`src/rtl/timer16_consts.svh`:
```
`ifndef TIMER16_CONSTS_SVH
`define TIMER16_CONSTS_SVH

// Register byte offsets
`define T16_OFF_MODE 8'h00
`define T16_OFF_PRESC 8'h04
`define T16_OFF_CCC 8'h08
`define T16_OFF_OUTCTL 8'h0c
`define T16_OFF_CMPA 8'h10
`define T16_OFF_CMPB 8'h14
`define T16_OFF_COUNT 8'h18
`define T16_OFF_STATUS 8'h1c

// Field positions
`define T16_MODE_LO 2
`define T16_MODE_HI 3
`define T16_CLKSEL_LO 0
`define T16_CLKSEL_HI 1
`define T16_EDGE_LO 4
`define T16_EDGE_HI 5
`define T16_OC_ENABLE 0
`define T16_OC_TOGGLE_A 1
`define T16_OC_ONESHOT 5
`define T16_OC_SOFT_TRIG 6
`define T16_ST_OVF 0

// Reset values
`define T16_RST_MODE 8'h00
`define T16_RST_PRESC 8'h00
`define T16_RST_CCC 8'h00
`define T16_RST_OUTCTL 8'h00

// Prescaler masks: count tick every mask+1 clocks
`define T16_DIV_MASK0 5'h01
`define T16_DIV_MASK1 5'h07
`define T16_DIV_MASK2 5'h1f

`endif

```
`src/rtl/timer16_pkg.sv`:
```
package timer16_pkg;

    typedef enum logic [1:0] {
        op_stop = 2'b00,
        op_restart_edge = 2'b01,
        op_free_run = 2'b10,
        op_clear_match_a = 2'b11
    } op_mode_t;

    typedef enum logic [1:0] {
        edge_fall = 2'b00,
        edge_rise = 2'b01,
        edge_none = 2'b10,
        edge_both = 2'b11
    } edge_sel_t;

    typedef enum logic [2:0] {
        os_idle = 3'b001,
        os_wait = 3'b010,
        os_pulse = 3'b100
    } os_state_t;

endpackage : timer16_pkg

```
`src/rtl/timer16_edge_filter.sv`:
```
`timescale 1ns/1ps
`default_nettype none

module timer16_edge_filter (
    input wire logic pclk,
    input wire logic presetn,
    input wire logic pin,
    input wire logic sample,
    input wire logic enable,
    output logic rise,
    output logic fall
);

    logic sync_a;
    logic sync_b;
    logic prev;
    logic level;

    always_ff @(posedge pclk or negedge presetn) begin
        if (!presetn) begin
            sync_a <= 1'b0;
            sync_b <= 1'b0;
        end else begin
            sync_a <= pin;
            sync_b <= sync_a;
        end
    end

    // While stopped the level tracks the pin, so a restart sees no edge
    always_ff @(posedge pclk or negedge presetn) begin
        if (!presetn) begin
            prev <= 1'b0;
            level <= 1'b0;
            rise <= 1'b0;
            fall <= 1'b0;
        end else if (!enable) begin
            prev <= sync_b;
            level <= sync_b;
            rise <= 1'b0;
            fall <= 1'b0;
        end else if (sample) begin
            prev <= sync_b;
            if (sync_b == prev && sync_b != level) begin
                level <= sync_b;
                rise <= sync_b;
                fall <= ~sync_b;
            end else begin
                rise <= 1'b0;
                fall <= 1'b0;
            end
        end else begin
            rise <= 1'b0;
            fall <= 1'b0;
        end
    end

endmodule : timer16_edge_filter

`default_nettype wire

```
`src/rtl/timer16_capture_event_oneshot.sv`:
```
// The APB interface to the registers and the register offsets were chosen for this implementation.
`timescale 1ns/1ps
`default_nettype none
`include "timer16_consts.svh"

module timer16_capture_event_oneshot #(
    parameter int CNT_W = 16,
    parameter int ADDR_W = 8
) (
    input wire logic pclk,
    input wire logic presetn,
    input wire logic psel,
    input wire logic penable,
    input wire logic pwrite,
    input wire logic [ADDR_W-1:0] paddr,
    input wire logic [31:0] pwdata,
    output logic [31:0] prdata,
    output logic pready,
    output logic pslverr,
    input wire logic timer_input_a,
    output logic timer_output_pin,
    output logic match_a_irq,
    output logic match_b_irq,
    output logic counter_overflow_flag
);
    import timer16_pkg::*;

    // Refused at elaboration: read mux and counter assume these ranges
    if (CNT_W < 2 || CNT_W > 32) begin : g_cnt_w_check
        $error("CNT_W must lie between 2 and 32");
    end
    if (ADDR_W < 8 || ADDR_W > 32) begin : g_addr_w_check
        $error("ADDR_W must lie between 8 and 32");
    end

    logic [7:0] mode_control_reg;
    logic [7:0] prescaler_mode_reg;
    logic [7:0] capture_compare_control;
    logic [7:0] output_control_reg;
    logic [CNT_W-1:0] compare_reg_a;
    logic [CNT_W-1:0] compare_reg_b;
    logic [CNT_W-1:0] up_counter16;
    logic soft_trig;
    logic [4:0] divider;
    os_state_t os_state;
    os_state_t next_os_state;

    logic [7:0] addr;
    logic wr_en;
    logic rd_phase;
    logic mapped;
    logic [31:0] rd_word;

    op_mode_t op_mode;
    edge_sel_t edge_sel;
    logic [1:0] clk_sel;
    logic running;
    logic event_mode;
    logic oneshot_en;
    logic [4:0] div_mask;
    logic presc_tick;
    logic cap_rise;
    logic cap_fall;
    logic ev_rise;
    logic ev_fall;
    logic cap_any;
    logic cap_one;
    logic ev_valid;
    logic tick;
    logic capture;
    logic ext_trig;
    logic soft_start;
    logic restart;
    logic step;
    logic hit_a;
    logic hit_b;
    logic wrap;
    logic first_hit;
    logic second_hit;
    logic all_ones_a;

    assign addr = paddr[7:0];
    assign wr_en = psel & penable & pready & pwrite;
    assign rd_phase = psel & penable & ~pready;

    assign op_mode = op_mode_t'(mode_control_reg[`T16_MODE_HI:`T16_MODE_LO]);
    assign edge_sel =
        edge_sel_t'(prescaler_mode_reg[`T16_EDGE_HI:`T16_EDGE_LO]);
    assign clk_sel = prescaler_mode_reg[`T16_CLKSEL_HI:`T16_CLKSEL_LO];
    assign running = (op_mode != op_stop);
    assign event_mode = (clk_sel == 2'b11);
    assign oneshot_en = output_control_reg[`T16_OC_ONESHOT];

    always_comb begin
        case (clk_sel)
            2'b00: div_mask = `T16_DIV_MASK0;
            2'b01: div_mask = `T16_DIV_MASK1;
            2'b10: div_mask = `T16_DIV_MASK2;
            default: div_mask = `T16_DIV_MASK0;
        endcase
    end

    // Divider is held at zero while stopped so the first tick is fixed
    always_ff @(posedge pclk or negedge presetn) begin
        if (!presetn) begin
            divider <= 5'h00;
        end else if (!running) begin
            divider <= 5'h00;
        end else begin
            divider <= divider + 5'h01;
        end
    end

    assign presc_tick = running && ((divider & div_mask) == div_mask);

    // Capture trigger sampled on prescaler tick, also in event mode
    timer16_edge_filter u_cap_filter (
        .pclk(pclk),
        .presetn(presetn),
        .pin(timer_input_a),
        .sample(presc_tick),
        .enable(running),
        .rise(cap_rise),
        .fall(cap_fall)
    );

    // Event input sampled every main clock
    timer16_edge_filter u_ev_filter (
        .pclk(pclk),
        .presetn(presetn),
        .pin(timer_input_a),
        .sample(1'b1),
        .enable(running),
        .rise(ev_rise),
        .fall(ev_fall)
    );

    // One edge only; both-edges falls back to rising
    assign cap_one = (edge_sel == edge_fall) ? cap_fall :
                     (edge_sel == edge_none) ? 1'b0 : cap_rise;
    // One-shot trigger edge selectable three ways
    assign cap_any = ((edge_sel == edge_rise) & cap_rise) |
                     ((edge_sel == edge_fall) & cap_fall) |
                     ((edge_sel == edge_both) & (cap_rise | cap_fall));
    assign ev_valid = ((edge_sel == edge_rise) & ev_rise) |
                      ((edge_sel == edge_fall) & ev_fall) |
                      ((edge_sel == edge_both) & (ev_rise | ev_fall));

    // Event mode counts filtered input edges
    assign tick = event_mode ? ev_valid : presc_tick;

    // Capture and restart on valid edge
    assign capture = running && (op_mode == op_restart_edge) &&
                     !oneshot_en && cap_one;
    // Input edge triggers in either one-shot flavour
    // Ignored until the pulse sequence is over
    assign ext_trig = running && (op_mode != op_clear_match_a) &&
                      oneshot_en && cap_any && (os_state == os_idle);
    assign soft_start = running && oneshot_en && soft_trig;
    assign restart = capture | ext_trig | soft_start;
    assign step = running && tick && !restart;

    assign all_ones_a = (compare_reg_a == {CNT_W{1'b1}});
    assign hit_a = step && (up_counter16 == compare_reg_a);
    assign hit_b = step && (up_counter16 == compare_reg_b);
    // In match-clear mode wrap needs A all ones
    assign wrap = step && (op_mode == op_clear_match_a ?
                  (hit_a && all_ones_a) :
                  (up_counter16 == {CNT_W{1'b1}}));

    // Counter runs on after the pulse until stopped
    always_ff @(posedge pclk or negedge presetn) begin
        if (!presetn) begin
            up_counter16 <= {CNT_W{1'b0}};
        end else if (!running) begin
            up_counter16 <= {CNT_W{1'b0}};
        end else if (restart) begin
            up_counter16 <= {CNT_W{1'b0}};
        end else if (step) begin
            if (op_mode == op_clear_match_a && hit_a) begin
                up_counter16 <= {CNT_W{1'b0}};
            end else begin
                up_counter16 <= up_counter16 + {{(CNT_W-1){1'b0}}, 1'b1};
            end
        end
    end

    // Smaller compare starts the pulse, larger ends it
    assign first_hit = (compare_reg_b < compare_reg_a) ? hit_b : hit_a;
    assign second_hit = (compare_reg_b < compare_reg_a) ? hit_a : hit_b;

    always_comb begin
        next_os_state = os_state;
        case (os_state)
            os_idle: begin
                if (restart) begin
                    next_os_state = os_wait;
                end
            end
            os_wait: begin
                if (first_hit) begin
                    next_os_state = os_pulse;
                end
            end
            os_pulse: begin
                if (soft_start) begin
                    next_os_state = os_wait;
                end else if (second_hit) begin
                    next_os_state = os_idle;
                end
            end
            default: next_os_state = os_idle;
        endcase
        if (!running || !oneshot_en) begin
            next_os_state = os_idle;
        end
    end

    always_ff @(posedge pclk or negedge presetn) begin
        if (!presetn) begin
            os_state <= os_idle;
        end else begin
            os_state <= next_os_state;
        end
    end

    always_ff @(posedge pclk or negedge presetn) begin
        if (!presetn) begin
            timer_output_pin <= 1'b0;
        end else if (!output_control_reg[`T16_OC_ENABLE]) begin
            timer_output_pin <= 1'b0;
        end else if (oneshot_en) begin
            timer_output_pin <= (next_os_state == os_pulse);
        end else if (output_control_reg[`T16_OC_TOGGLE_A] && hit_a) begin
            // Invert on each compare A match
            timer_output_pin <= ~timer_output_pin;
        end
    end

    always_ff @(posedge pclk or negedge presetn) begin
        if (!presetn) begin
            match_a_irq <= 1'b0;
            match_b_irq <= 1'b0;
        end else begin
            match_a_irq <= hit_a;
            match_b_irq <= capture | (hit_b &&
                !(op_mode == op_restart_edge && !oneshot_en));
        end
    end

    // A wrap in the same cycle as a clear keeps the flag set
    always_ff @(posedge pclk or negedge presetn) begin
        if (!presetn) begin
            counter_overflow_flag <= 1'b0;
        end else if (wrap) begin
            counter_overflow_flag <= 1'b1;
        end else if (wr_en && addr == `T16_OFF_STATUS &&
                     pwdata[`T16_ST_OVF]) begin
            counter_overflow_flag <= 1'b0;
        end
    end

    always_ff @(posedge pclk or negedge presetn) begin
        if (!presetn) begin
            mode_control_reg <= `T16_RST_MODE;
            prescaler_mode_reg <= `T16_RST_PRESC;
            capture_compare_control <= `T16_RST_CCC;
            output_control_reg <= `T16_RST_OUTCTL;
            compare_reg_a <= {CNT_W{1'b0}};
        end else if (wr_en) begin
            case (addr)
                `T16_OFF_MODE: mode_control_reg <= pwdata[7:0] & 8'h0c;
                `T16_OFF_PRESC: prescaler_mode_reg <= pwdata[7:0] & 8'h33;
                `T16_OFF_CCC: capture_compare_control <= pwdata[7:0];
                `T16_OFF_OUTCTL: output_control_reg <= pwdata[7:0] & 8'h23;
                `T16_OFF_CMPA: compare_reg_a <= pwdata[CNT_W-1:0];
                default: begin
                end
            endcase
        end
    end

    // Capture wins over a software write in the same cycle
    always_ff @(posedge pclk or negedge presetn) begin
        if (!presetn) begin
            compare_reg_b <= {CNT_W{1'b0}};
        end else if (capture) begin
            compare_reg_b <= up_counter16;
        end else if (wr_en && addr == `T16_OFF_CMPB) begin
            compare_reg_b <= pwdata[CNT_W-1:0];
        end
    end

    // Trigger bit is a strobe only and always reads back as zero
    always_ff @(posedge pclk or negedge presetn) begin
        if (!presetn) begin
            soft_trig <= 1'b0;
        end else begin
            soft_trig <= wr_en && addr == `T16_OFF_OUTCTL &&
                         pwdata[`T16_OC_SOFT_TRIG];
        end
    end

    always_comb begin
        rd_word = 32'h0000_0000;
        mapped = 1'b1;
        case (addr)
            `T16_OFF_MODE: rd_word[7:0] = mode_control_reg;
            `T16_OFF_PRESC: rd_word[7:0] = prescaler_mode_reg;
            `T16_OFF_CCC: rd_word[7:0] = capture_compare_control;
            `T16_OFF_OUTCTL: rd_word[7:0] = output_control_reg;
            `T16_OFF_CMPA: rd_word[CNT_W-1:0] = compare_reg_a;
            `T16_OFF_CMPB: rd_word[CNT_W-1:0] = compare_reg_b;
            `T16_OFF_COUNT: rd_word[CNT_W-1:0] = up_counter16;
            `T16_OFF_STATUS: rd_word[`T16_ST_OVF] = counter_overflow_flag;
            default: mapped = 1'b0;
        endcase
        if (paddr[ADDR_W-1:2] != {{(ADDR_W-8){1'b0}}, paddr[7:2]}) begin
            mapped = 1'b0;
            rd_word = 32'h0000_0000;
        end
    end

    // One wait state keeps every bus output on a flip-flop
    always_ff @(posedge pclk or negedge presetn) begin
        if (!presetn) begin
            pready <= 1'b0;
            pslverr <= 1'b0;
            prdata <= 32'h0000_0000;
        end else if (rd_phase) begin
            pready <= 1'b1;
            pslverr <= ~mapped;
            prdata <= pwrite ? 32'h0000_0000 : rd_word;
        end else begin
            pready <= 1'b0;
            pslverr <= 1'b0;
            prdata <= 32'h0000_0000;
        end
    end

endmodule : timer16_capture_event_oneshot

`default_nettype wire

```
`config.mk`:
```
export PLATFORM = sky130hd
export DESIGN_NAME = timer16_capture_event_oneshot
export DESIGN_NICKNAME = d
export VERILOG_FILES = /design/src/rtl/timer16_pkg.sv /design/src/rtl/timer16_edge_filter.sv /design/src/rtl/timer16_capture_event_oneshot.sv
export VERILOG_INCLUDE_DIRS = /design/src /design/src/rtl
export SDC_FILE = /design/constraint.sdc
export NUM_CORES = 1
export LEC_CHECK = 0
export BUFFER_PORTS_ARGS = -buffer_cell sky130_fd_sc_hd__clkbuf_2
export CORE_UTILIZATION = 58
export DETAILED_ROUTE_END_ITERATION = 10
export GPL_ROUTABILITY_DRIVEN = 0
export PLACE_DENSITY = 0.9
export RECOVER_POWER = 100
export SKIP_CTS_REPAIR_TIMING = 1
export SLEW_MARGIN = 40
export SYNTH_ARGS = -nofsm -noshare
export SYNTH_HDL_FRONTEND = slang
export SYNTH_HIERARCHICAL = 1
export SYNTH_SLANG_ARGS = --single-unit
```
`constraint.sdc`:
```
create_clock -name pclk -period 3.3 [get_ports pclk]
set_clock_uncertainty 0.15 [all_clocks]
set_input_delay 0.66 -clock pclk [delete_from_list [all_inputs] [get_ports pclk]]
set_output_delay 0.66 -clock pclk [all_outputs]
set_load 0.01 [all_outputs]
```
; Yosys cells after proc, flatten, opt, wreduce, memory -nomap -nowiden
; Cells that the tools add are included.
[totals]
out_inout_bits = 38
wordCells = 182
register_bits = 122
[op_classes]
bitwise_logic = 24
n_lt_le_gt_ge = 1
n_mux = 50
eq_ne = 34
n_reduce_logical = 44
addsub = 2
[op_table]
columns = op, n
row1 = $mux 16, 8
row2 = $pmux 7 s7, 1
row3 = $eq 16x16->1, 2
row4 = $eq 16x16->1 const B, 2
row5 = $eq 8x5->1 const B, 4
row6 = $mux 1, 31
row7 = $logic_and 1x1->1, 27
row8 = $pmux 8 s3, 1
row9 = $add 16x1->16 const B, 1
row10 = $eq 8x4->1 const B, 2
row11 = $lt 16x16->1, 1
row12 = $mux 3, 5
row13 = $reduce_and 2->1, 6
row14 = $and 1x1->1, 10
row15 = $eq 2x2->1 const B, 5
row16 = $pmux 5 s2, 1
row17 = $or 1x1->1, 9
row18 = $pmux 3 s3, 1
row19 = $eq 8x3->1 const B, 1
row20 = $logic_not 8->1, 1
row21 = $reduce_or 8->1, 1
row22 = $pmux 1 s7, 1
row23 = $eq 2x1->1 const B, 3
row24 = $eq 3x3->1 const B, 2
row25 = 16 further kinds, 29

; Longest topological paths before layout
[logic_depth]
ltp_word = 19
mapped_depth = 11

; Cells and area by module
; The synthesis kept the hierarchy.
[by_module_without_submodules]
columns = module, area_per_inst_um2, cells_each, n_inst
row1 = timer16_capture_event_oneshot, 5595.4, 581, 1
row2 = timer16_edge_filter, 226.5, 19, 2

; Least setup slack after synthesis
; Ideal clock, no wire load.
[synth_path]
path_type = reg-to-reg
start = register prescaler_mode_reg[1]
end = register timer_output_pin
required_time_ps = 3030
setup_ps = 120
arrival_ps = 2387
period_less_slack_ps = 2657
path_slack_ps = 643
path_buffers = 1
stages_incl_launch_ff = 10
path_cell_list = dfrtp_1 ha_1 a21oi_1 or4b_4 a221o_1 buf_6 nor3_4 mux2_4 o22ai_2 o211a_1
[synth_between]
elab_chain_len = 17
elab_cells_between_ends = 24
classes_between = 6 x eq/ne / 11 x mux / 1 x bitwise / 6 x reduce/logical
[synth_lines]
columns = item, line
row1 = "start, declared", timer16_capture_event_oneshot.sv:37  ; logic [7:0] prescaler_mode_reg;
row2 = "start signal, assigned", timer16_capture_event_oneshot.sv:266  ; prescaler_mode_reg <= `T16_RST_PRESC;
row3 = "start signal, assigned", timer16_capture_event_oneshot.sv:273  ; `T16_OFF_PRESC: prescaler_mode_reg <= pwdata[7:0] & 8'h33;
row4 = $eq 2x2->1 / $eq 2x1->1 (equally long branches), timer16_capture_event_oneshot.sv:95  ; case (clk_sel)
row5 = $pmux 5 s2, timer16_capture_event_oneshot.sv:95
row6 = $and 5x5->5, timer16_capture_event_oneshot.sv:114  ; assign presc_tick = running && ((divider & div_mask) == div_mask);
row7 = $eq 5x5->1, timer16_capture_event_oneshot.sv:114
row8 = $logic_and 1x1->1, timer16_capture_event_oneshot.sv:114
row9 = $mux 1 (*), timer16_capture_event_oneshot.sv:150  ; assign tick = event_mode ? ev_valid : presc_tick;
row10 = $logic_and 1x1->1 (*) (2 in series), timer16_capture_event_oneshot.sv:161  ; assign step = running && tick && !restart;
row11 = "$logic_and 1x1->1, on equally long branches", "timer16_capture_event_oneshot.sv:165, timer16_capture_event_oneshot.sv:164"
row12 = $mux 1, timer16_capture_event_oneshot.sv:190  ; assign second_hit = (compare_reg_b < compare_reg_a) ? hit_a : hit_b;
row13 = $mux 3, timer16_capture_event_oneshot.sv:208  ; end else if (second_hit) begin
row14 = $mux 3, timer16_capture_event_oneshot.sv:206  ; if (soft_start) begin
row15 = $pmux 3 s3 (*), timer16_capture_event_oneshot.sv:194  ; case (os_state)
row16 = $mux 3 (*), timer16_capture_event_oneshot.sv:214  ; if (!running || !oneshot_en) begin
row17 = named net next_os_state[2], timer16_capture_event_oneshot.sv:46  ; os_state_t next_os_state;
row18 = $eq 3x3->1 (*), timer16_capture_event_oneshot.sv:233  ; timer_output_pin <= (next_os_state == os_pulse);
row19 = $mux 1 (*), timer16_capture_event_oneshot.sv:232  ; end else if (oneshot_en) begin
row20 = $mux 1 (*), timer16_capture_event_oneshot.sv:230  ; end else if (!output_control_reg[`T16_OC_ENABLE]) begin
row21 = "end signal, assigned", timer16_capture_event_oneshot.sv:233
row22 = "end signal, assigned", timer16_capture_event_oneshot.sv:236  ; timer_output_pin <= ~timer_output_pin;
row23 = "end, declared", timer16_capture_event_oneshot.sv:21  ; output logic timer_output_pin,
; Mark *: on every way through the listed nets, which the timed path passes. The rest lies on a longest branch.
; A chain may end at the register's enable or synchronous reset.

; Final worst setup path
[layout_path]
start = register prescaler_mode_reg[0]
end = register up_counter16[13]
[layout_between]
elab_chain_len = 14
elab_cells_between_ends = 17
classes_between = 5 x eq/ne / 6 x mux / 1 x bitwise / 5 x reduce/logical
[layout_lines]
columns = item, line
row1 = $eq 2x2->1 / $eq 2x1->1 (equally long branches), timer16_capture_event_oneshot.sv:95
row2 = $pmux 5 s2, timer16_capture_event_oneshot.sv:95
row3 = $and 5x5->5, timer16_capture_event_oneshot.sv:114
row4 = $eq 5x5->1, timer16_capture_event_oneshot.sv:114
row5 = $logic_and 1x1->1, timer16_capture_event_oneshot.sv:114
row6 = $mux 1 (*), timer16_capture_event_oneshot.sv:150
row7 = $logic_and 1x1->1 (*) (2 in series), timer16_capture_event_oneshot.sv:161
row8 = $logic_and 1x1->1, timer16_capture_event_oneshot.sv:164  ; assign hit_a = step && (up_counter16 == compare_reg_a);
row9 = $logic_and 1x1->1, timer16_capture_event_oneshot.sv:180  ; if (op_mode == op_clear_match_a && hit_a) begin
row10 = $mux 16, timer16_capture_event_oneshot.sv:180
row11 = $mux 16, timer16_capture_event_oneshot.sv:179  ; end else if (step) begin
row12 = $mux 16, timer16_capture_event_oneshot.sv:177  ; end else if (restart) begin
row13 = $mux 16, timer16_capture_event_oneshot.sv:175  ; end else if (!running) begin
row14 = "end signal, assigned", timer16_capture_event_oneshot.sv:176  ; up_counter16 <= {CNT_W{1'b0}};
row15 = "end signal, assigned", timer16_capture_event_oneshot.sv:178  ; up_counter16 <= {CNT_W{1'b0}};
row16 = "end signal, assigned", timer16_capture_event_oneshot.sv:181  ; up_counter16 <= {CNT_W{1'b0}};
row17 = "end, declared", timer16_capture_event_oneshot.sv:42  ; logic [CNT_W-1:0] up_counter16;
; Every way passes the cells marked *; elsewhere a longest branch is shown, timed or not. The select of a mux whose other input is x is not followed.

==> metrics.csv <==
stage,metric,value,unit
global_route,grt_start_max_net_pins,66,
power,cellLeakagePower,3.056,nW
route,vias,4965,
placement,port_buffers,51,
clock_network,htree_levels,3,
floorplanning,start_util,60.76,%
clock_network,clock-root-buffer,clkbuf_8,
floorplanning,die-area,10840,um^2
status,status,"finished, violations left",
route,wirelength,15.12,mm
layout,final_cell_mix,"dfrtp_1, nor2_1, nand2_1, a21oi_1, xor2_1",
power,ir_drop,0.3076,mV
synth,ys_ff_latch,108,
synth,synth_top_area_share,44.27,%
synth,avgSynthCellArea,9.771,um^2
route,highest_layer,met4,
synth,synth.largest_area_cell,dfrtp_1,
floorplanning,rows,36,
floorplanning,die_w,104.1,um
worst_setup_path,required,3410,ps
route,drt-met1-wl,5.847,mm
route,wl_per_cell,18.80,um
sta,slew_headroom,-54.84,%
route,drc,0,
route,ant_nets,0,
route,drt_first_pass_iters,6,
layout,drive_above_1_share,13.41,%
route,vias_per_cell,6.175,
clock_network,cts_made_buffers,9,
synth,synth_cells,619,
global_route,grt_pass1_vias,5130,
global_route,grt_pass1_wl,25.09,mm
sta,hold_viol,0,
status,violations,"max-capacitance violations, max-slew violations",
worst_setup_path,slowest_delay,530,ps
clock_network,clk_latency,390,ps
clock_network,cts_tree,built,
sta,fin_setup_tns,0,ps
sta,timing.final.ws_setup,176.3,ps
sta,finalCritPeriodShare,94.66,%
worst_setup_path,cp_max_fo,9,
power,powerDensity,345.8,nW/um^2
placement,dp_hpwl,10.96,mm
worst_setup_path,endpoint_kind,flop,
sta,fmax,320.1,MHz
worst_setup_path,critPathSlowestCell,or4b_4,
layout,area_growth,7.220,%
run,drv_cap,1,
layout,mostFrequentLayoutCell,dfrtp_1,
floorplanning,die_h,104.1,um
global_route,antenna_found_initial,0,
clock_network,clock_path_buffers,2,
synth,ys_types,64,
synth,async_flop_share,100.0,%
synth,yosys_warnings,6,
sta,slew_viol_final,44,
clock_network,clk_pin_slew_worst_paths,100,ps
layout,nets,734,
worst_setup_path,worstSetupPathType,flop to flop,
sta,layout_min_cycle_time,3124,ps
floorplanning,io_pins,84,
synth,synth_edf_count,0,
worst_setup_path,crit_chain,"inv_1, ha_1, a21oi_1, or4b_4, a221o_1, clkbuf_1, a211oi_4, nand3_1, xor2_1, nor2_2",
synth,synth_area,6048,um^2
global_route,gr-usage-all-layers,29.49,%
floorplanning,core_area,9955,um^2
layout,diodes,0,
synth,synth_seq_area_share,44.70,%
hold_path,worstHoldPathType,flop to flop,
sta,tightest_slew,2323,ps
route,drtIter0Drc,541,
global_route,grt_remaining_overflow,0,
route,wl_met2,7.321,mm
clock_network,cts_sinks,108,
sta,setup_violations,0,
synth,synthFlopType,dfrtp_1,
synth,synth_area_leaders,"dfrtp_1, xor2_1, ha_1",
route,wl_met3,1.349,mm
worst_setup_path,start_kind,flop,
worst_setup_path,cp.arrival,3240,ps
sta,rsz0062_at_grt,false,
placement,place_worst_setup_slack,228.6,ps
==> final timing paths <==
kind | startpoint | end | slack, ps | cells past startpoint
max reg2reg | prescaler_mode_reg[0]$_DFFE_PN0P_ | up_counter16[13]$_DFFE_PN0P_ | 180 | 10
min reg2reg | u_ev_filter/sync_a$_DFF_PN0_ | u_ev_filter/sync_b$_DFF_PN0_ | 210 | 0
min | u_ev_filter/sync_a$_DFF_PN0_ | u_ev_filter/sync_b$_DFF_PN0_ | 210 | 0
min in group asynchronous | presetn | pready$_DFF_PN0_ | 810 | 1
max | prescaler_mode_reg[0]$_DFFE_PN0P_ | up_counter16[13]$_DFFE_PN0P_ | 180 | 10
max in group asynchronous | presetn | match_a_irq$_DFF_PN0_ | 870 | 1
==> power by group <==
group / switching (W) / internal (W) / leakage, nW
registers: 0.0000106 / 0.00133 / 1.41
clock network: 0.000485 / 0.000289 / 0.0894
logic: 0.0000868 / 0.0000387 / 1.56
==> worst max-delay path, delay by kind of cell, from the launching register on <==
family,cells,cell delay [ps]
DFF,1,390
buffers and inverters,2,310
and+or+nand+nor,3,730
adders and majority gates,1,270
AOI/OAI and AO/OA,3,940
xor gates and xnor gates,1,210
==> per-stage QoR <==
step	total power (W)	instances	utilization, %	hold WS (ps)	cell area [um^2]
after floorplan	0.001437	638	-	181.2	6120
after global placement	0.001490	788	64.27	189.5	6397
after detailed placement	0.001496	788	64.27	190.2	6397
after CTS	0.002252	804	66.09	118.3	6579
after global routing	0.002310	804	65.15	226.4	6485
final	0.002243	804	65.15	210.3	6485
==> synth_stat cells, types with 4 or more instances <==
library cell / instances
dfrtp_1: 107
nor2_1: 58
nand2_1: 49
a21oi_1: 44
xor2_1: 44
o21ai_0: 29
inv_1: 27
mux2i_1: 26
ha_1: 22
nand3_1: 22
buf_4: 18
clkbuf_1: 18
mux2_2: 18
a22oi_1: 11
nand4_1: 10
nor4_1: 10
nor3_1: 9
buf_2: 7
and3_1: 6
xnor2_1: 6
buf_1: 5
nand3b_1: 5
nand2b_1: 4
nor2_2: 4
==> layer usage <==
metal,vias to the layer above,GRT usage [%]
li1,2198,-
met1,2382,36.61
met2,308,48.24
met3,77,6.078
met4,0,16.33
met5,-,0
==> area by class of cell <==
cell class / count / area (um^2)
Clock buffer: 10 / 127.6
Clock inverter: 6 / 53.80
Fill cell: 749 / 3470
Inverter: 27 / 101.3
Multi-Input combinational cell: 453 / 2998
Sequential cell: 108 / 2704
Tap cell: 133 / 166.4
Timing Repair Buffer: 67 / 334.1
==> cell families (layout without fill, tap and decap cells) <==
logic type	count (synthesis)	after routing	share of synthesized area (%)
AOI/OAI and AO/OA	113	113	12.04
muxes	45	45	7.902
xor gates and xnor gates	50	50	7.240
adders and majority gates	22	22	4.551
other	2	21	0.1242
DFF	108	108	44.70
and+or+nand+nor	202	202	17.15
buffers and inverters	77	110	6.289
Note: power is estimated with default switching activity, not from simulation.
